==> src/hdl/patch_pkg.sv <==
// Package of constants for the fetch-path patch unit.
package patch_pkg;
    localparam int          CHANNELS       = 4;
    localparam int          ADDR_WIDTH     = 32;
    localparam int          INSN_WIDTH     = 32;
    localparam int          CTRL_WIDTH     = 8;
    localparam logic [31:0] JUMP_TARGET    = 32'h0000_0000;
    // Register-indirect jump through the zero register, halfword in low bits.
    localparam logic [31:0] JUMP_ZERO_INSN = 32'h0000_0060;
    localparam logic [7:0]  CTRL_RESET     = 8'h00;
    localparam logic [3:0]  FLAGS_RESET    = 4'h0;
    localparam logic [31:0] ADDR_RESET     = 32'h0000_0000;
    localparam int          ADDR_BIT_SEL_W = 3;
endpackage

==> src/hdl/rom_patch_fetch_redirect.sv <==
// Fetch-path patch unit that swaps patched ROM words for a jump to zero.
`timescale 1ns/1ps
module rom_patch_fetch_redirect
    import patch_pkg::*;
(
    input  wire logic                      clock,
    input  wire logic                      reset_n,
    input  wire logic                      fetch_valid,
    input  wire logic [ADDR_WIDTH-1:0]     fetch_address,
    input  wire logic [INSN_WIDTH-1:0]     rom_instruction,
    input  wire logic                      interrupt_taken,
    input  wire logic                      control_byte_write,
    input  wire logic [CTRL_WIDTH-1:0]     control_byte_data,
    input  wire logic                      control_bit_write,
    input  wire logic [ADDR_BIT_SEL_W-1:0] control_bit_select,
    input  wire logic                      control_bit_value,
    input  wire logic                      address_write,
    input  wire logic [1:0]                address_select,
    input  wire logic [ADDR_WIDTH-1:0]     address_data,
    input  wire logic                      flags_write,
    input  wire logic [CHANNELS-1:0]       flags_data,
    output logic      [INSN_WIDTH-1:0]     fetch_instruction,
    output logic                           fetch_substituted,
    output logic      [CTRL_WIDTH-1:0]     patch_enable_control,
    output logic      [CHANNELS-1:0]       patch_request_flags,
    output logic      [ADDR_WIDTH-1:0]     patch_address_0,
    output logic      [ADDR_WIDTH-1:0]     patch_address_1,
    output logic      [ADDR_WIDTH-1:0]     patch_address_2,
    output logic      [ADDR_WIDTH-1:0]     patch_address_3
);

    // ----------------------------------------------------------------
    // State
    // ----------------------------------------------------------------
    typedef struct packed {
        logic [CTRL_WIDTH-1:0]              control;
        logic [CHANNELS-1:0]                flags;
        logic [CHANNELS-1:0][ADDR_WIDTH-1:0] addresses;
    } state_type;

    state_type            state_q;
    state_type            state_d;
    logic [CHANNELS-1:0]  hit;
    logic                 substitute;

    // ----------------------------------------------------------------
    // Comparators
    // ----------------------------------------------------------------
    // four channels
    for (genvar ch = 0; ch < CHANNELS; ch++) begin : g_channel
        patch_compare u_compare (
            .fetch_address (fetch_address),
            .patch_address (state_q.addresses[ch]),
            .enable        (state_q.control[ch]),
            .hit           (hit[ch])
        );
    end

    assign substitute = fetch_valid && (|hit) && !interrupt_taken;

    // ----------------------------------------------------------------
    // Fetch path
    // ----------------------------------------------------------------
    // The swap is combinational so the fetch sees no added latency.
    // jump to zero
    assign fetch_instruction = substitute ? JUMP_ZERO_INSN : rom_instruction;
    assign fetch_substituted = substitute;

    // ----------------------------------------------------------------
    // Next state
    // ----------------------------------------------------------------
    // A flag clear from software loses to a set in the same cycle.
    always_comb begin
        state_d = state_q;
        if (control_byte_write) begin
            state_d.control = control_byte_data;
        end else if (control_bit_write) begin
            state_d.control[control_bit_select] = control_bit_value;
        end
        if (address_write) begin
            state_d.addresses[address_select] = address_data;
        end
        if (flags_write) begin
            state_d.flags = state_q.flags & flags_data;
        end
        if (substitute) begin
            state_d.flags = state_d.flags | hit;
        end
    end

    always_ff @(posedge clock) begin
        if (!reset_n) begin
            state_q.control   <= CTRL_RESET;
            state_q.flags     <= FLAGS_RESET;
            state_q.addresses <= {CHANNELS{ADDR_RESET}};
        end else begin
            state_q <= state_d;
        end
    end

    assign patch_enable_control = state_q.control;
    assign patch_request_flags  = state_q.flags;
    assign patch_address_0      = state_q.addresses[0];
    assign patch_address_1      = state_q.addresses[1];
    assign patch_address_2      = state_q.addresses[2];
    assign patch_address_3      = state_q.addresses[3];
endmodule

==> src/hdl/patch_compare.sv <==
// One patch comparison channel: address match gated by its enable.
`timescale 1ns/1ps
module patch_compare
    import patch_pkg::*;
(
    input  wire logic [ADDR_WIDTH-1:0] fetch_address,
    input  wire logic [ADDR_WIDTH-1:0] patch_address,
    input  wire logic                  enable,
    output logic                       hit
);
    // A disabled channel never hits even when the addresses agree.
    assign hit = enable && (fetch_address == patch_address);
endmodule

==> config.mk <==
export PLATFORM = sky130hd
export DESIGN_NAME = rom_patch_fetch_redirect
export DESIGN_NICKNAME = d
export VERILOG_FILES = /design/src/hdl/patch_pkg.sv /design/src/hdl/rom_patch_fetch_redirect.sv /design/src/hdl/patch_compare.sv
export SDC_FILE = /design/constraint.sdc
export NUM_CORES = 1
export LEC_CHECK = 0
export BUFFER_PORTS_ARGS = -buffer_cell sky130_fd_sc_hd__clkbuf_2
export CORE_ASPECT_RATIO = 0.7
export CORE_MARGIN = 10
export CORE_UTILIZATION = 48
export CTS_CLUSTER_DIAMETER = 100
export DETAILED_ROUTE_END_ITERATION = 6
export GPL_TIMING_DRIVEN = 0
export HOLD_SLACK_MARGIN = 0.05
export PLACE_DENSITY = 0.88
export SKIP_LAST_GASP = 1
export SLEW_MARGIN = 10
export SYNTH_ARGS = -nofsm -noshare
export SYNTH_HDL_FRONTEND = slang
export SYNTH_SLANG_ARGS = --single-unit
==> constraint.sdc <==
create_clock -name clock -period 2.7 [get_ports clock]
set_clock_uncertainty 0.05 [all_clocks]
set_input_delay 0.54 -clock clock [delete_from_list [all_inputs] [get_ports clock]]
set_output_delay 0.54 -clock clock [all_outputs]
set_load 0.005 [all_outputs]
==> reports/results.txt, run 1 <==
status: complete, but fails checks
failing checks: negative setup slack
crit-path max FO: 7
CTS Hold Bufs: 0
Final Wtd Congestion: 0.981
sequential power share: 38.0%
first-pass GRT wire length: 45,500 µm
drt initial violations: 980
top_reg_cell synth: dfxtp_1
Final ANT Viol Nets: 0
post-route core utilization: 70.3%
Slew headroom: 52.1%
pwr/cell area: 589 nW/µm²
final hold vios: 0
Int Power: 4280 µW
PortBufs: 292
Seq/Total Area, Yosys: 40.2%
Area growth, synth to finish: 41.8%
layout cells sized above 1: 34.3%
Compound-Gate Fraction of Synth Area: 15.4%
Yosys reg bits: 140
# setup viols final: 33
Root Buffer: clkbuf_16
ANT cells: 0
grt ovf: 0
fillcell total: 1,088
mux cell area share after synthesis: 1.15%
vias per inst: 5.54
gr usage total: 30.3%
core area: 14,100 µm²
count leader, synth: nand2_1
Synth area leaders: dfxtp_1 (40%), xor2_1 (16%), nand2_1 (15%), a21boi_0 (14%), nor2b_1 (2.8%)
fin worst setup slack: -0.365 ns
Avg Cell Area, Syn: 8.19 µm²
initial core utilization: 49.6%
Worst R2R Setup Slack: 0.78 ns
DR vias: 7,591
die height: 121 µm
Hold/Removal Path Class: in2reg
H-tree Lvls: 4
total wire length: 31,500 µm
clk buf depth: 2
Mapped Cells: 851
Worst Path Required: 2.11 ns
DP Worst Slack: -0.916 ns
crit share post-route: 114%
sw power: 1540 µW
Inserted Clock Buffers: 17
Sw Ratio: 26.5%
Slew @ Worst Pin: 0.717 ns
Synth Area in XOR/XNOR: 16.1%
floorplan row count: 36
Critical Path AT: 2.48 ns
post-synth cell types: 29
unrepaired setup endpoints after global routing: true
largest area contributor in the netlist: dfxtp_1
DP Wirelength: 24,200 µm
clock share of power: 48.5%
post-synthesis cell area: 6970 µm²
DRC violations left: 0
drt pass-1 iters: 6
area share of fa/ha/maj cells after synthesis: 0%
max-cap viol count: 0
Synth Net Count: 973
largest family of logic cells by synthesized area: simple AND/OR/NAND/NOR gates
Comb power frac: 13.5%
Post-synth EDFFs: 0
initial antenna violation count: 0
fmax: 326 MHz
Crit Path Category: reg2out
Yosys Warn Count: 0
Commonest cells post-synth: nand2_1 (271), dfxtp_1 (140), a21boi_0 (132)
clk_lat worst skew: 0.43 ns
CTS tree: built
Worst setup SP type: register
simple-gate share of the synthesized area: 23.9%
fin crit period: 3.07 ns
CTS sink cnt: 140
Clock transition at path regs: 0.06 ns
Crit. End Element: output port
Die X: 164 µm
top cell type's share of synthesized area: 40.2%
largest net degree at the start of global routing: 17
vias in the first global route: 7,448
fraction of registers with async set/reset: 0%
Slew Limit Fails: 0
Pleak: 0.00443 µW
Nets: 1,290
Max VDD drop: 0.442 mV
die area: 19,800 µm²
DR WL/cell: 23.0 µm
Ports: 295
power groups by stage:
stage          clock network, µW  logic (µW)  registers [µW]
6_report                    2820         785            2210
5_1_grt                     2900         834            2220
4_1_cts                     2790         743            2210
3_5_place_dp                   0         706            2250
3_3_place_gp                   0         697            2240
2_1_floorplan                  0         297            2240
cells in the final DEF (no fill, tap or decap), drive strengths merged:
| cell | netlist | final |
|---|---|---|
| a21boi | 132 | 132 |
| and2 | 8 | 8 |
| and3 | 1 | 1 |
| and3b | 1 | 1 |
| buf | 7 | 17 |
| bufinv | 0 | 7 |
| clkbuf | 45 | 351 |
| clkinv | 0 | 3 |
| clkinvlp | 0 | 2 |
| dfxtp | 140 | 140 |
| inv | 1 | 3 |
| mux2i | 8 | 8 |
| nand2 | 271 | 271 |
| nand2b | 1 | 1 |
| nand3 | 9 | 9 |
| nand3b | 1 | 1 |
| nand4 | 5 | 5 |
| nand4b | 2 | 2 |
| nor2 | 2 | 2 |
| nor2b | 31 | 31 |
| nor3 | 10 | 10 |
| nor3b | 3 | 3 |
| nor4 | 28 | 28 |
| o21ai | 12 | 12 |
| o41a | 1 | 1 |
| or2 | 3 | 3 |
| or3b | 1 | 1 |
| xnor2 | 4 | 4 |
| xor2 | 124 | 124 |
registers in the layout (all words and copies together) (netlist names):
register / flops
patch_address_0: 32
patch_address_1: 32
patch_address_2: 32
patch_address_3: 32
patch_enable_control: 8
patch_request_flags: 4
stage by stage:
step	instances	area [µm²]	TNS, ns	hold slack, ns	total power (µW)
2_1_floorplan	851	6970	0	0.422	2540
3_3_place_gp	1333	8670	-26.58	0.423	2940
3_5_place_dp	1333	8670	-27.35	0.427	2950
4_1_cts	1370	9690	-9.13	0.335	5740
5_1_grt	1371	9880	-11.36	0.341	5950
6_report	1371	9880	-10.62	0.333	5820
path summary, 6_finish.rpt:
path,start,cells past startpoint,to
min reg2reg,patch_request_flags[3],2,patch_request_flags[3]
min,address_data[16],3,patch_address_1[16]
max,patch_address_0[2],8,fetch_instruction[25]
max reg2reg,patch_address_1[10],7,patch_request_flags[1]
per-layer routing:
layer	wire, µm	vias up	track usage, %
met5	0	-	0
met4	931	0	9.41
li1	-	3396	-
met2	13900	504	46.0
met1	12400	3623	39.3
met3	4310	68	11.2
repair_timing:
item | CTS | global route
setup endpoints to repair | 33 | 33
setup buffers | 3 | 1
pin swaps | 11 | 10
resized for setup | 50 | 37
cloned | 2 | 0
critical path, cell delays in order (launching register included):
cell      delay (ns)
dfxtp_1         0.39
xor2_1          0.33
nor4_1          0.10
nand4_1         0.16
nor3_2          0.08
o41a_4          0.49
buf_6           0.15
nor2b_1         0.18
clkbuf_2        0.15
final cells by class:
cell class / count / area [µm²] / area share, %
timing repair buffer: 298 / 1510 / 15.3
multi-input combinational: 658 / 4380 / 44.4
sequential: 140 / 2820 / 28.5
clock inverter: 14 / 265 / 2.68
buffer: 52 / 233 / 2.36
tap: 190 / 238 / 2.41
inverter: 1 / 3.75 / 0.0380
clock buffer: 18 / 429 / 4.34
cells by family after synthesis:
logic type / Yosys count
AO/OA/AOI/OAI: 145
XOR/XNOR: 128
buffers and inverters: 53
flip-flops: 140
multiplexers: 8
AND/OR/NAND/NOR: 377
No activity file was read; power rests on OpenSTA's default activity.
==> run 2, diff against run 1 <==
- BUFFER_PORTS_ARGS: -buffer_cell sky130_fd_sc_hd__clkbuf_2 -> not set
- CORE_UTILIZATION: 48 -> 56
- DONT_BUFFER_PORTS: not set -> 1
- PLACE_DENSITY: 0.88 -> 0.79
==> run 2 against run 1 <==
  * The run still ends with negative setup slack left
  * First-iteration DRC count is 19% lower
  * Clock power fell by 14%
  * Final cell count down 24%
  * Total power fell by 10%
  * Sequential share of layout area up 4.6 points
  * Routed wire length fell by 7.0%
  * Cell area decreased by 12%
  * Global-route usage up 0.52 points
  * Non-clock buffer count shrank 292
  * Maximum frequency grew 5.5%
  * Largest cell class unchanged
  * Clock-buffer cell count increased by 1
==> reports/results.txt, run 2 (synthesized netlist as in run 1, its figures left out) <==
Pleak: 0.00312 µW (-30%)
Reg-to-Reg End: patch_request_flags[2]
CTS sink cnt: 140 (unchanged)
Inserted Clock Buffers: 17 (unchanged)
fin worst setup slack: -0.207 ns (+0.159 ns)
DR vias: 6,432 (-15%)
final instance area: 8650 µm² (-12%)
clock share of power: 46.7% (-1.8 points)
DR WL/cell: 28.0 µm (+22%)
drt pass-1 iters: 5 (-1)
Final ANT Viol Nets: 0 (unchanged)
largest net degree at the start of global routing: 17 (unchanged)
ANT cells: 0 (unchanged)
hold endpoint: patch_address_3[16]
Critical Path AT: 2.32 ns (-0.16 ns)
vias in the first global route: 6,036 (-19%)
Die X: 153 µm (-6.5%)
Slew @ Worst Pin: 0.740 ns (+0.0230 ns)
fin crit period: 2.91 ns (-0.159 ns)
clk_lat worst skew: 0.43 ns (about the same)
Worst R2R Setup Slack: 0.83 ns (+0.05 ns)
Worst setup SP type: register
vias per inst: 6.15 (+11%)
Sw Ratio: 26.9% (+0.47 points)
DP Area: 7160 µm² (-17%)
H-tree Lvls: 4 (unchanged)
clk buf depth: 2 (unchanged)
core area: 11,900 µm² (-15%)
Slew headroom: 50.6% (-1.5 points)
initial core utilization: 58.4% (+8.8 points)
crit share post-route: 108% (-5.9 points)
die area: 17,400 µm² (-12%)
Clock transition at path regs: 0.06 ns (about the same)
Sum Neg Setup Slack: -4.78 ns (+5.84 ns)
pwr/cell area: 602 nW/µm² (+2.3%)
crit-path max FO: 6 (-1)
Worst Path Required: 2.11 ns (about the same)
# setup viols final: 33 (unchanged)
DP Wirelength: 22,200 µm (-8.6%)
die height: 113 µm (-6.2%)
worst r2r src: patch_address_2[19]
unrepaired setup endpoints after global routing: true
PortBufs: 0 (-100%)
Area growth, synth to finish: 24.2%
commonest non-fill, non-tap cell in the layout: nand2_1
Crit. End Element: output port
CTS Hold Bufs: 0 (unchanged)
CTS tree: built
Max VDD drop: 0.526 mV (+19%)
final hold vios: 0 (unchanged)
DRC violations left: 0 (unchanged)
total wire length: 29,300 µm (-7.0%)
grt ovf: 0 (unchanged)
drt initial violations: 793 (-19%)
Int Power: 3810 µW (-11%)
fin cells: 1,046 (-24%)
commonest non-fill, non-tap cells in the layout: nand2_1 (271), a21boi_0 (132), dfxtp_1 (97), xor2_1 (60), xor2_2 (57)
Nets: 998 (-23%)
Comb power frac: 10.2% (-3.3 points)
first-pass GRT wire length: 40,700 µm (-11%)
fillcell total: 872 (-20%)
sequential power share: 43.1% (+5.1 points)
floorplan row count: 33 (-8.3%)
R2R cell count: 7 (unchanged)
Hold Path Depth: 2 (-1)
Hold WS: 0.198 ns (-0.136 ns)
Final Wtd Congestion: 0.993 (+1.3%)
status: complete, but fails checks
gr usage total: 30.9% (+0.52 points)
layout cells sized above 1: 20.1% (-14 points)
Cells after DPL: 1,008 (-24%)
Min-Delay Startpoint: address_data[16]
Slew Limit Fails: 0 (unchanged)
sw power: 1400 µW (-8.8%)
Root Buffer: clkbuf_16
fmax: 344 MHz (+5.5%)
failing checks: negative setup slack
Crit Path Category: reg2out
Ports: 295 (unchanged)
DP Worst Slack: -0.584 ns (+0.332 ns)
Hold/Removal Path Class: in2reg
max-cap viol count: 0 (unchanged)
initial antenna violation count: 0 (unchanged)
-- run 2: cell count changes in the layout (fill, tap and decap cells not counted), sizes merged --
cell	change
buf	-4
inv	+1
clkinvlp	+2
clkbuf	-287
bufinv	-4
-- run 2: through the flow --
| step | total power [µW] | utilization (%) |
|---|---|---|
| after CTS | 5120 | 68.2 |
| after global placement | 2710 | 60.0 |
| after global routing | 5310 | 72.5 |
| final | 5210 | 72.5 |
| after floorplan | 2540 | - |
| after detailed placement | 2720 | 60.0 |
-- run 2: worst max-delay path by stage --
| stage | startpoint | to | slack (ns) | cells past startpoint |
|---|---|---|---|---|
| 2_1_floorplan | fetch_address[23] | fetch_instruction[10] | 0.33 | 7 |
| 3_3_place_gp | fetch_address[12] | fetch_instruction[2] | -0.63 | 7 |
| 3_5_place_dp | fetch_address[12] | fetch_instruction[2] | -0.58 | 7 |
| 4_1_cts | patch_address_1[21] | fetch_instruction[6] | -0.21 | 7 |
| 5_1_grt | patch_address_0[15] | fetch_instruction[5] | -0.28 | 7 |
| 6_report | patch_address_3[18] | fetch_instruction[6] | -0.21 | 7 |
-- run 2: area by class of cell --
type / instances / area [µm²] / area share, %
Inverter: 1 / 3.75 / 0.0434
Timing Repair Buffer: 6 / 42.5 / 0.492
Tap cell: 157 / 196 / 2.27
Clock buffer: 19 / 433 / 5.00
Clock inverter: 13 / 165 / 1.91
Buffer: 52 / 233 / 2.69
Multi-Input combinational cell: 658 / 4710 / 54.4
Sequential cell: 140 / 2870 / 33.2
-- run 2: repair_timing --
action	4_1_cts	5_1_grt
pin swaps	13	29
gates resized for setup	67	91
gates cloned	1	0
buffers inserted	2	3
endpoints found under the setup margin	33	33
-- run 2: routing by layer --
| metal | up-vias | wire, µm | GRT usage (%) | share of wire [%] |
|---|---|---|---|---|
| li1 | 2783 | - | - | - |
| met1 | 3097 | 10800 | 38.1 | 37 |
| met2 | 491 | 13200 | 46.3 | 45 |
| met3 | 61 | 4730 | 16.3 | 16 |
| met4 | 0 | 586 | 7.67 | 2.0 |
| met5 | - | 0 | 0 | 0 |
-- run 2: power groups by stage --
stage | sequential, µW | clock, µW | combinational, µW
6_report | 2250 | 2430 | 532
3_3_place_gp | 2280 | 0 | 434
2_1_floorplan | 2240 | 0 | 297
4_1_cts | 2240 | 2410 | 477
3_5_place_dp | 2280 | 0 | 439
5_1_grt | 2260 | 2500 | 564
-- run 2: critical path: stages, from the launching register on --
cell	delay, ns
dfxtp_1	0.45
xor2_2	0.20
nor4_1	0.06
nand4_1	0.17
nor3_2	0.08
o41a_4	0.52
buf_6	0.15
or2_1	0.24
